===== src/fpc_pkg.sv =====
// Package: constants, register map and types of the fast pulse counter unit
// Functional notes
// - Four inputs, each assignable to any function
// - Two counters, each in one mode
// - Two- or four-counter build, fixed at build
// - Four-counter build drops quadrature, one stepper
// - Some modes use two inputs
// - Counter result always readable by program
// - Clear zeroes accumulator; not in frequency/period
// - Disable blocks counting and result loads, not clear, preload or marker
// - Latch captures on strobe start or end
// - Preload loads value; not in frequency/period
// - Trigger polarity: high, low, falling, rising
// - Marker input resets position reference
// - Frequency in hertz over four windows
// - Quadrature counts every edge, direction by lead
package fpc_pkg;
  localparam bit FOUR_BUILD = 1'b0;
  localparam int NUM_CTR = FOUR_BUILD ? 4 : 2;
  localparam int NUM_IN = 4;
  localparam int NUM_FN = 4;
  localparam int AW = 8;
  localparam int DW = 32;
  localparam int CLK_PERIOD_PS = 5000;
  localparam int US_PS = 1000000;
  localparam int US_CYC = (US_PS + CLK_PERIOD_PS - 1) / CLK_PERIOD_PS;
  localparam int US_W = $clog2(US_CYC);
  localparam logic [US_W-1:0] US_LAST = US_W'(US_CYC - 1);
  localparam longint FREQ_WIN_PS = 64'h0000_00E8_D4A5_1000;
  localparam int unsigned FREQ_WIN_DEF = 32'(FREQ_WIN_PS / CLK_PERIOD_PS);
  localparam logic [1:0] STEP_OUTS = FOUR_BUILD ? 2'h1 : 2'h2;
  localparam logic [AW-1:0] ADDR_CAP = 8'h00;
  localparam logic [AW-1:0] CTR_BASE = 8'h10;
  localparam logic [AW-1:0] CTR_STRIDE = 8'h20;
  localparam logic [AW-1:0] OFS_CFG = 8'h00;
  localparam logic [AW-1:0] OFS_SPF = 8'h04;
  localparam logic [AW-1:0] OFS_PRE = 8'h08;
  localparam logic [AW-1:0] OFS_ACC = 8'h0C;
  localparam logic [AW-1:0] OFS_LAT = 8'h10;
  localparam logic [DW-1:0] CFG_MASK = 32'h0000_7FFF;
  localparam logic [DW-1:0] SPF_MASK = 32'h3F3F_3F3F;
  localparam logic [1:0] T_UP = 2'h0;
  localparam logic [1:0] T_DOWN = 2'h1;
  localparam logic [1:0] T_UPDN = 2'h2;
  localparam logic [1:0] T_CLKDIR = 2'h3;
  localparam logic [1:0] POL_HIGH = 2'h0;
  localparam logic [1:0] POL_LOW = 2'h1;
  localparam logic [1:0] POL_FALL = 2'h2;
  localparam logic [1:0] POL_RISE = 2'h3;
  localparam int SUB_ALT = 0;
  localparam int FN_CLR = 0;
  localparam int FN_DIS = 1;
  localparam int FN_LAT = 2;
  localparam int FN_PRE = 3;
  typedef enum logic [2:0] {M_TOTAL, M_FREQ, M_PWIDTH, M_PERIOD, M_QUAD}
    fpc_mode_e;
  typedef struct packed {
    logic [16:0] rsv;
    logic [1:0] mrk_src;
    logic mrk_en;
    logic [1:0] win;
    logic b_en;
    logic [1:0] in_b;
    logic [1:0] in_a;
    logic [1:0] sub;
    logic [2:0] mode;
  } fpc_cfg_s;
  typedef struct packed {
    logic [1:0] rsv;
    logic late;
    logic [1:0] pol;
    logic [1:0] src;
    logic en;
  } fpc_fn_s;
  typedef fpc_fn_s [NUM_FN-1:0] fpc_spf_t;
  typedef struct packed {
    logic [17:0] rsv;
    logic [1:0] steps;
    logic quad_ok;
    logic [2:0] num_ctr;
    logic [NUM_IN-1:0] lvl;
    logic [NUM_IN-1:0] in_use;
  } fpc_cap_s;
endpackage


===== src/fpc_pin_if.sv =====
// Interface: synchronised field input levels and edge pulses
`timescale 1ns/1ps
`default_nettype none
interface fpc_pin_if import fpc_pkg::*; ();
  logic [NUM_IN-1:0] lvl;
  logic [NUM_IN-1:0] rise;
  logic [NUM_IN-1:0] fall;
  modport src (output lvl, rise, fall);
  modport dst (input lvl, rise, fall);
endinterface
`default_nettype wire


===== src/fpc_sync.sv =====
// Field input synchroniser with agreement filter and edge pulses
`timescale 1ns/1ps
`default_nettype none
module fpc_sync import fpc_pkg::*; (
  input wire logic clk,
  input wire logic srst,
  input wire logic [NUM_IN-1:0] pin,
  fpc_pin_if.src o
);
  typedef struct packed {
    logic [NUM_IN-1:0] s1;
    logic [NUM_IN-1:0] s2;
    logic [NUM_IN-1:0] s3;
    logic [NUM_IN-1:0] lvl;
    logic [NUM_IN-1:0] rise;
    logic [NUM_IN-1:0] fall;
  } fpc_sync_s;

  fpc_sync_s q, next_q;
  logic [NUM_IN-1:0] agree;

  // s1 feeds s2 only; decisions are taken on s2 and s3
  always_comb begin
    next_q = q;
    agree = ~(q.s2 ^ q.s3);
    next_q.s1 = pin;
    next_q.s2 = q.s1;
    next_q.s3 = q.s2;
    next_q.lvl = (q.s2 & agree) | (q.lvl & ~agree);
    next_q.rise = agree & q.s2 & ~q.lvl;
    next_q.fall = agree & ~q.s2 & q.lvl;
  end

  always_ff @(posedge clk) begin
    if (srst) begin
      q <= '0;
    end else begin
      q <= next_q;
    end
  end

  assign o.lvl = q.lvl;
  assign o.rise = q.rise;
  assign o.fall = q.fall;
endmodule // fpc_sync
`default_nettype wire


===== src/fpc_top.sv =====
// Fast pulse counter unit: register port, counters, modes, special functions
`timescale 1ns/1ps
`default_nettype none
module fpc_top import fpc_pkg::*; #(
  parameter int unsigned FREQ_WIN_CYC = FREQ_WIN_DEF
) (
  input wire logic clk,
  input wire logic srst,
  input wire logic [NUM_IN-1:0] pin,
  input wire logic [AW-1:0] addr,
  input wire logic [DW-1:0] wdata,
  input wire logic wr,
  input wire logic rd,
  output logic [DW-1:0] rdata
);
  typedef struct packed {
    logic [DW-1:0] acc;
    logic [DW-1:0] lat;
    logic [DW-1:0] meas;
    logic [DW-1:0] win;
    logic armed;
  } fpc_ctr_s;

  typedef struct packed {
    fpc_ctr_s [NUM_CTR-1:0] c;
    fpc_cfg_s [NUM_CTR-1:0] cfg;
    fpc_spf_t [NUM_CTR-1:0] spf;
    logic [NUM_CTR-1:0][DW-1:0] pre;
    logic [US_W-1:0] us_cnt;
    logic [DW-1:0] rdata;
  } fpc_top_s;

  localparam logic [AW-1:0] ACC0_ADDR = CTR_BASE + OFS_ACC;

  fpc_top_s q, next_q;
  logic us_tick;
  logic [NUM_CTR-1:0] clr_f;
  logic [NUM_CTR-1:0] pre_f;
  logic [NUM_CTR-1:0] lat_f;
  logic [NUM_CTR-1:0] dis_a;
  logic [NUM_CTR-1:0] mrk_f;
  logic [NUM_CTR-1:0] inc;
  logic [NUM_CTR-1:0] dec;
  logic [NUM_IN-1:0] in_use;

  fpc_pin_if pins ();

  fpc_sync u_sync (
    .clk(clk),
    .srst(srst),
    .pin(pin),
    .o(pins)
  );

  always_comb begin
    fpc_cfg_s c;
    fpc_fn_s f;
    fpc_mode_e m;
    logic [NUM_FN-1:0] act;
    logic [NUM_FN-1:0] st;
    logic [NUM_FN-1:0] sp;
    logic [NUM_FN-1:0] edg;
    logic hi;
    logic ar;
    logic af;
    logic al;
    logic br;
    logic bf;
    logic bl;
    logic up;
    logic lv;
    logic e_start;
    logic e_end;
    logic legal;
    logic b_used;
    logic res_v;
    logic [DW-1:0] res;
    logic [DW-1:0] cnt;
    logic [DW-1:0] span;
    logic [AW-1:0] base;
    c = '0;
    f = '0;
    m = M_TOTAL;
    act = '0;
    st = '0;
    sp = '0;
    edg = '0;
    hi = 1'b0;
    ar = 1'b0;
    af = 1'b0;
    al = 1'b0;
    br = 1'b0;
    bf = 1'b0;
    bl = 1'b0;
    up = 1'b0;
    lv = 1'b0;
    e_start = 1'b0;
    e_end = 1'b0;
    legal = 1'b0;
    b_used = 1'b0;
    res_v = 1'b0;
    res = '0;
    cnt = '0;
    span = '0;
    base = '0;
    next_q = q;
    next_q.rdata = '0;
    clr_f = '0;
    pre_f = '0;
    lat_f = '0;
    dis_a = '0;
    mrk_f = '0;
    inc = '0;
    dec = '0;
    in_use = '0;
    // One shared microsecond strobe paces width and period counts
    us_tick = (q.us_cnt == US_LAST);
    next_q.us_cnt = us_tick ? '0 : q.us_cnt + US_W'(1);

    for (int i = 0; i < NUM_CTR; i++) begin
      c = q.cfg[i];
      m = fpc_mode_e'(c.mode);
      base = CTR_BASE + AW'(i) * CTR_STRIDE;
      res_v = 1'b0;
      res = '0;
      b_used = 1'b0;
      legal = 1'b1;

      // Special function triggers may come from any field input
      for (int k = 0; k < NUM_FN; k++) begin
        f = q.spf[i][k];
        hi = (f.pol == POL_HIGH) || (f.pol == POL_RISE);
        edg[k] = (f.pol == POL_FALL) || (f.pol == POL_RISE);
        act[k] = f.en && (pins.lvl[f.src] == hi);
        st[k] = f.en && (hi ? pins.rise[f.src] : pins.fall[f.src]);
        sp[k] = f.en && (hi ? pins.fall[f.src] : pins.rise[f.src]);
      end
      clr_f[i] = !(m inside {M_FREQ, M_PERIOD})
        && (edg[FN_CLR] ? st[FN_CLR] : act[FN_CLR]);
      pre_f[i] = !(m inside {M_FREQ, M_PERIOD})
        && (edg[FN_PRE] ? st[FN_PRE] : act[FN_PRE]);
      // Edge polarities still freeze on the level, not a single cycle
      dis_a[i] = act[FN_DIS];
      lat_f[i] = q.spf[i][FN_LAT].late ? sp[FN_LAT] : st[FN_LAT];

      ar = pins.rise[c.in_a];
      af = pins.fall[c.in_a];
      al = pins.lvl[c.in_a];
      br = pins.rise[c.in_b];
      bf = pins.fall[c.in_b];
      bl = pins.lvl[c.in_b];

      unique case (m)
        M_TOTAL: begin
          b_used = c.b_en || (c.sub == T_UPDN) || (c.sub == T_CLKDIR);
          unique case (c.sub)
            T_UP: inc[i] = ar || (c.b_en && br);
            T_DOWN: dec[i] = ar || (c.b_en && br);
            T_UPDN: begin
              inc[i] = ar;
              dec[i] = br;
            end
            T_CLKDIR: begin
              inc[i] = ar && !bl;
              dec[i] = ar && bl;
            end
          endcase
        end
        M_QUAD: begin
          // Relies on the encoder keeping its two phases a quarter apart
          legal = !FOUR_BUILD;
          b_used = 1'b1;
          up = (ar && !bl) || (al && br) || (af && bl) || (!al && bf);
          if (legal && (ar || af || br || bf)) begin
            inc[i] = up ^ c.sub[SUB_ALT];
            dec[i] = !(up ^ c.sub[SUB_ALT]);
          end
          mrk_f[i] = legal && c.mrk_en && pins.rise[c.mrk_src];
        end
        M_FREQ: begin
          span = DW'(FREQ_WIN_CYC >> c.win);
          cnt = q.c[i].meas + DW'(ar);
          if (q.c[i].win == '0) begin
            // Window halves per step, so the count scales to hertz by shift
            res_v = q.c[i].armed;
            res = cnt << c.win;
            next_q.c[i].armed = 1'b1;
            next_q.c[i].meas = '0;
            next_q.c[i].win = span - 32'h1;
          end else begin
            next_q.c[i].win = q.c[i].win - 32'h1;
            next_q.c[i].meas = cnt;
          end
        end
        M_PWIDTH: begin
          lv = al ^ c.sub[SUB_ALT];
          e_start = c.sub[SUB_ALT] ? af : ar;
          e_end = c.sub[SUB_ALT] ? ar : af;
          if (e_end && q.c[i].armed) begin
            res_v = 1'b1;
            res = q.c[i].meas;
            next_q.c[i].armed = 1'b0;
          end else if (e_start) begin
            next_q.c[i].meas = '0;
            next_q.c[i].armed = 1'b1;
          end else if (q.c[i].armed && lv && us_tick) begin
            next_q.c[i].meas = q.c[i].meas + 32'h1;
          end
        end
        M_PERIOD: begin
          e_start = c.sub[SUB_ALT] ? af : ar;
          if (e_start) begin
            res_v = q.c[i].armed;
            res = q.c[i].meas;
            next_q.c[i].meas = '0;
            next_q.c[i].armed = 1'b1;
          end else if (q.c[i].armed && us_tick) begin
            next_q.c[i].meas = q.c[i].meas + 32'h1;
          end
        end
        default: legal = 1'b0;
      endcase

      // Clear beats preload beats marker; disable blocks counting and result loads
      if (clr_f[i]) begin
        next_q.c[i].acc = '0;
      end else if (pre_f[i]) begin
        next_q.c[i].acc = q.pre[i];
      end else if (mrk_f[i]) begin
        next_q.c[i].acc = '0;
      end else if (!dis_a[i]) begin
        if (res_v) begin
          next_q.c[i].acc = res;
        end else if (inc[i] && !dec[i]) begin
          next_q.c[i].acc = q.c[i].acc + 32'h1;
        end else if (dec[i] && !inc[i]) begin
          next_q.c[i].acc = q.c[i].acc - 32'h1;
        end
      end
      if (lat_f[i]) begin
        next_q.c[i].lat = q.c[i].acc;
      end

      if (legal) begin
        in_use[c.in_a] = 1'b1;
        if (b_used) begin
          in_use[c.in_b] = 1'b1;
        end
      end

      // A new mode starts its measurement from scratch
      if (wr && addr == base + OFS_CFG) begin
        next_q.cfg[i] = fpc_cfg_s'(wdata & CFG_MASK);
        next_q.c[i].meas = '0;
        next_q.c[i].win = '0;
        next_q.c[i].armed = 1'b0;
      end
      if (wr && addr == base + OFS_SPF) begin
        next_q.spf[i] = fpc_spf_t'(wdata & SPF_MASK);
      end
      if (wr && addr == base + OFS_PRE) begin
        next_q.pre[i] = wdata;
      end

      if (rd) begin
        if (addr == base + OFS_CFG) begin
          next_q.rdata = q.cfg[i];
        end else if (addr == base + OFS_SPF) begin
          next_q.rdata = q.spf[i];
        end else if (addr == base + OFS_PRE) begin
          next_q.rdata = q.pre[i];
        end else if (addr == base + OFS_ACC) begin
          next_q.rdata = q.c[i].acc;
        end else if (addr == base + OFS_LAT) begin
          next_q.rdata = q.c[i].lat;
        end
      end
    end

    if (rd && addr == ADDR_CAP) begin
      next_q.rdata = fpc_cap_s'{
        rsv: '0,
        steps: STEP_OUTS,
        quad_ok: !FOUR_BUILD,
        num_ctr: 3'(NUM_CTR),
        lvl: pins.lvl,
        in_use: in_use
      };
    end
  end

  always_ff @(posedge clk) begin
    if (srst) begin
      q <= '0;
    end else begin
      q <= next_q;
    end
  end

  assign rdata = q.rdata;
endmodule // fpc_top
`default_nettype wire


===== config.mk =====
export PLATFORM = sky130hd
export DESIGN_NAME = fpc_top
export DESIGN_NICKNAME = d
export VERILOG_FILES = /design/src/fpc_pkg.sv /design/src/fpc_pin_if.sv /design/src/fpc_sync.sv /design/src/fpc_top.sv
export SDC_FILE = /design/constraint.sdc
export NUM_CORES = 2
export LEC_CHECK = 0
export ABC_AREA = 1
export ABC_CLOCK_PERIOD_IN_PS = 3350
export BUFFER_PORTS_ARGS = -buffer_cell sky130_fd_sc_hd__buf_2
export CORE_MARGIN = 5
export CORE_UTILIZATION = 40
export DETAILED_ROUTE_END_ITERATION = 10
export MAX_ROUTING_LAYER = met4
export PLACE_DENSITY = 0.63
export RECOVER_POWER = 50
export SLEW_MARGIN = 20
export SYNTH_ARGS = -nofsm -noshare
export SYNTH_HDL_FRONTEND = slang
export SYNTH_SLANG_ARGS = --single-unit
export TNS_END_PERCENT = 50

===== constraint.sdc =====
create_clock -name clk -period 3.35 [get_ports clk]
set_input_delay 0.5025 -clock clk [delete_from_list [all_inputs] [get_ports clk]]
set_output_delay 0.5025 -clock clk [all_outputs]
set_load 0.005 [all_outputs]

==> qor.log <==
INFO  sta            period_share=103%
INFO  sta            hold_viol=0
INFO  grt            grt_start_max_net_pins=65
INFO  die            chipHeight=297um
INFO  drt            antenna_violating_nets_post_route=0
INFO  cells_and_area layout.cells.most_common=nand2_1
INFO  drt            router_iterations_before_antenna_repair=9
INFO  synthesis      synth_ff_type=dfxtp_1
INFO  grt            grt_pass1_vias=34900
INFO  sta            rsz0062_at_grt=true
INFO  drt            postRouteWirelength=129mm
INFO  cells_and_area number_of_inserted_filler_cells_in_the_final_layout=8359
INFO  place          hpwlAfterDp=94.6mm
INFO  synthesis      asyncSetResetFlopFracSynth=0%
INFO  drt            route.detailed.wl_per_inst=18.8um
INFO  die            placementRows=105
INFO  clock_network  ctsHtreeMaxLevel=2
INFO  drt            route.detailed.drc=0
INFO  power_and_ir_drop worst_ir_drop_vdd=0.407mV
INFO  place          dp_worst_setup_slack=-0.441ns
INFO  clock_network  cts_tree=built
INFO  die            floorplan.die_area=0.0885mm^2
INFO  run            max_cap_violations=1
INFO  synthesis      number_of_synthesized_register_bits=464
INFO  critical_path  crit_path_end_kind=flop
INFO  worst_hold_path hold_crit_class=in -> reg
INFO  sta            post-route-worst-setup-slack=-0.110ns
INFO  sta            maxSlewHeadroom=-30.7%
INFO  critical_path  r2r.worst_path.cells=30
INFO  clock_network  cts.sink_count=464
INFO  cells_and_area multi_input_area=0.0225mm^2
INFO  grt            initial_antenna_violation_count=8
INFO  drt            num_vias=37900
INFO  die            dieWidth=297um
INFO  synthesis      ys.warnings.count=0
INFO  synthesis      synth.net_count=5536
INFO  clock_network  cts_made_buffers=57
INFO  synthesis      netlist_area=0.0330mm^2
INFO  grt            grt_first_pass_wirelength=198mm
INFO  worst_hold_path timing.hold.worst_endpoint=u_sync.next_q[18]$_SDFF_PP0_
INFO  grt            groute.usage.overall=28.4%
INFO  critical_path  timing.critical_path.fanout_max=6
INFO  synthesis      synth.yosys.seq_area_share=28.1%
INFO  power_and_ir_drop p_per_area=323mW/mm^2
INFO  worst_hold_path hp-start=pin[2]
INFO  die            design.portCount=80
INFO  worst_hold_path worst_hold_path.num_cells=3
INFO  synthesis      syn_area_per_cell=6.13um^2
INFO  sta            drv_slew=46
INFO  cells_and_area utilization=51.2%
INFO  cells_and_area layout-drive-gt1-share=20.0%
INFO  critical_path  stage_delay_of_the_slowest_cell_on_the_critical_path=0.41ns
INFO  sta            worst_slew_pin_slew=1.96ns
INFO  outcome        failed_checks=max-capacitance violations, max-slew violations, negative setup slack
INFO  critical_path  critical_path_class=reg -> reg
INFO  die            fp.coreArea=0.0820mm^2
INFO  sta            max_freq=289MHz
INFO  drt            first_iter_violations=3686
INFO  critical_path  worst-r2r-setup-slack=-0.11ns
INFO  cells_and_area areaGrowthSynthToFinish=27.1%
INFO  critical_path  r2r_start=q[205]$_SDFFE_PP0P_
INFO  synthesis      synth-edff-count=0
INFO  clock_network  cts_root_buffer=clkbuf_16
INFO  grt            globalRouteOverflowTotal=0
INFO  synthesis      syn-instance-count=5387
INFO  cells_and_area most-common-layout-cells=1132 x nand2_1, 577 x inv_1, 494 x nor2_1, 484 x a21oi_1, 454 x o21ai_0
INFO  cells_and_area layout.nets=5883
INFO  drt            routed_via_density=5.53
INFO  critical_path  arrival=3.97ns
INFO  clock_network  cts_clock_pin_slew_for_the_worst_setup_and_hold_paths=0.06ns
INFO  sta            setup-violations-final=23
INFO  critical_path  cpMaxStageDelayCell=dfxtp_4
INFO  cells_and_area fin_area=0.0420mm^2
INFO  place          gp_congestion=0.996
INFO  power_and_ir_drop power.leakage=0.0176uW
INFO  synthesis      cell_variety_after_synth=59
INFO  place          placedInstanceArea=0.0368mm^2
INFO  place          io_buffers=79
INFO  sta            post-route-min-period=3.46ns
INFO  die            start_util=40.3%
INFO  outcome        status=finished, violations left
INFO  clock_network  cts_hold_repair.buffers=0
INFO  critical_path  worst_ep_required_time=3.86ns
INFO  critical_path  start_kind=flop
INFO  critical_path  regToRegEndpoint=q[471]$_SDFFE_PP0P_
INFO  cells_and_area regArea=0.00933mm^2
INFO  clock_network  max-clock-path-buffers=3
INFO  sta            timing.clock.skew=0.0258ns
INFO  clock_network  clock_insertion_delay_worst_skew=0.63ns
INFO  critical_path  critPathMostFrequentCell=nand2_1
[cells in the mapped netlist, drive strengths merged, types with 30 or more instances]
library cell | n | area [um^2]
nand2 | 1255 | 4770
inv | 615 | 2310
nor2 | 567 | 2190
a21oi | 559 | 2800
o21ai | 534 | 2690
dfxtp | 464 | 9290
nand3 | 464 | 2350
clkbuf | 152 | 574
buf | 141 | 872
xor2 | 106 | 928
ha | 99 | 1240
nor3 | 66 | 350
o211ai | 62 | 465
nand4 | 58 | 363
o22ai | 45 | 282
xnor2 | 30 | 263
[power by group]
group,switching (uW),internal [uW]
clock,2710,4070
combinational,760,430
sequential,28.5,5540
total,3500,10000
[cell type report]
| type | instances | share of cell area [%] |
|---|---|---|
| Clock buffer | 77 | 3.94 |
| Inverter | 622 | 5.63 |
| Antenna cell | 8 | 0.0477 |
| Clock inverter | 29 | 0.915 |
| Timing Repair Buffer | 575 | 10.5 |
| Tap cell | 1070 | 3.19 |
| Sequential cell | 464 | 22.2 |
| Multi-Input combinational cell | 4014 | 53.6 |
[how the worst max path moves through the flow]
stage,end,cells after the start,startpoint
after floorplan,q[350]$_SDFFE_PP0P_,23,q[174]$_SDFFE_PP0P_
after detailed placement,q[350]$_SDFFE_PP0P_,24,q[174]$_SDFFE_PP0P_
after CTS,q[487]$_SDFFE_PP0P_,29,flop
after global placement,q[350]$_SDFFE_PP0P_,22,q[174]$_SDFFE_PP0P_
final,q[471]$_SDFFE_PP0P_,30,q[205]$_SDFFE_PP0P_
after global routing,q[357]$_SDFFE_PP0P_,29,q[173]$_SDFFE_PP0P_
[critical path: cells and delay by family (launching register included)]
family	cells	cell delay [ns]
buffers and inverters	7	0.70
adder cells (fa/ha/maj)	1	0.21
XOR/XNOR	1	0.15
AO/OA/AOI/OAI	4	0.53
AND/OR/NAND/NOR	17	1.32
flip-flops	1	0.41
[state kept, by name (all words and copies together) (netlist names), named ones only]
name           count
q                408
rdata             32
u_sync.next_q      8
u_sync.o.fall      4
u_sync.o.rise      4
u_sync.q           4
[per-layer routing]
layer  part of all wire, %  vias up  GRT usage (%)
met4                   2.9        0           7.64
met3                   9.4      223           6.36
met2                    42     1474           41.4
met1                    45    17700           39.7
li1                      -    18500              -
met5                     0        -              -
[through the flow]
step	setup TNS [ns]	hold slack (ns)	power [uW]	std cells
5_1_grt	-9.86	0.0696	14000	6858
3_5_place_dp	-12.65	0.394	6700	6682
6_report	-0.923	0.0850	13500	6859
2_1_floorplan	-0.0771	0.388	6290	5387
3_3_place_gp	-10.43	0.390	6700	6682
4_1_cts	-0.140	0.0513	13500	6830
[cells by family (layout without fill, tap and decap cells)]
group                    count (synthesis)  count (layout)  synth area share, %
buffers and inverters                  915            1303                 11.5
flip-flops                             464             464                 28.1
adder cells (fa/ha/maj)                101             101                 3.87
AND/OR/NAND/NOR                       2449            2455                 31.2
multiplexers                             4               4                0.121
AO/OA/AOI/OAI                         1318            1318                 21.7
XOR/XNOR                               136             136                 3.60
other                                    0               8                    0
[timing repair]
action                     in CTS  in global routing
pin swaps                     112                167
setup endpoints to repair      54                 55
gates cloned                    8                  1
resized for setup             314                309
setup buffers                  34                 23
No activity file was read; power rests on OpenSTA's default activity.
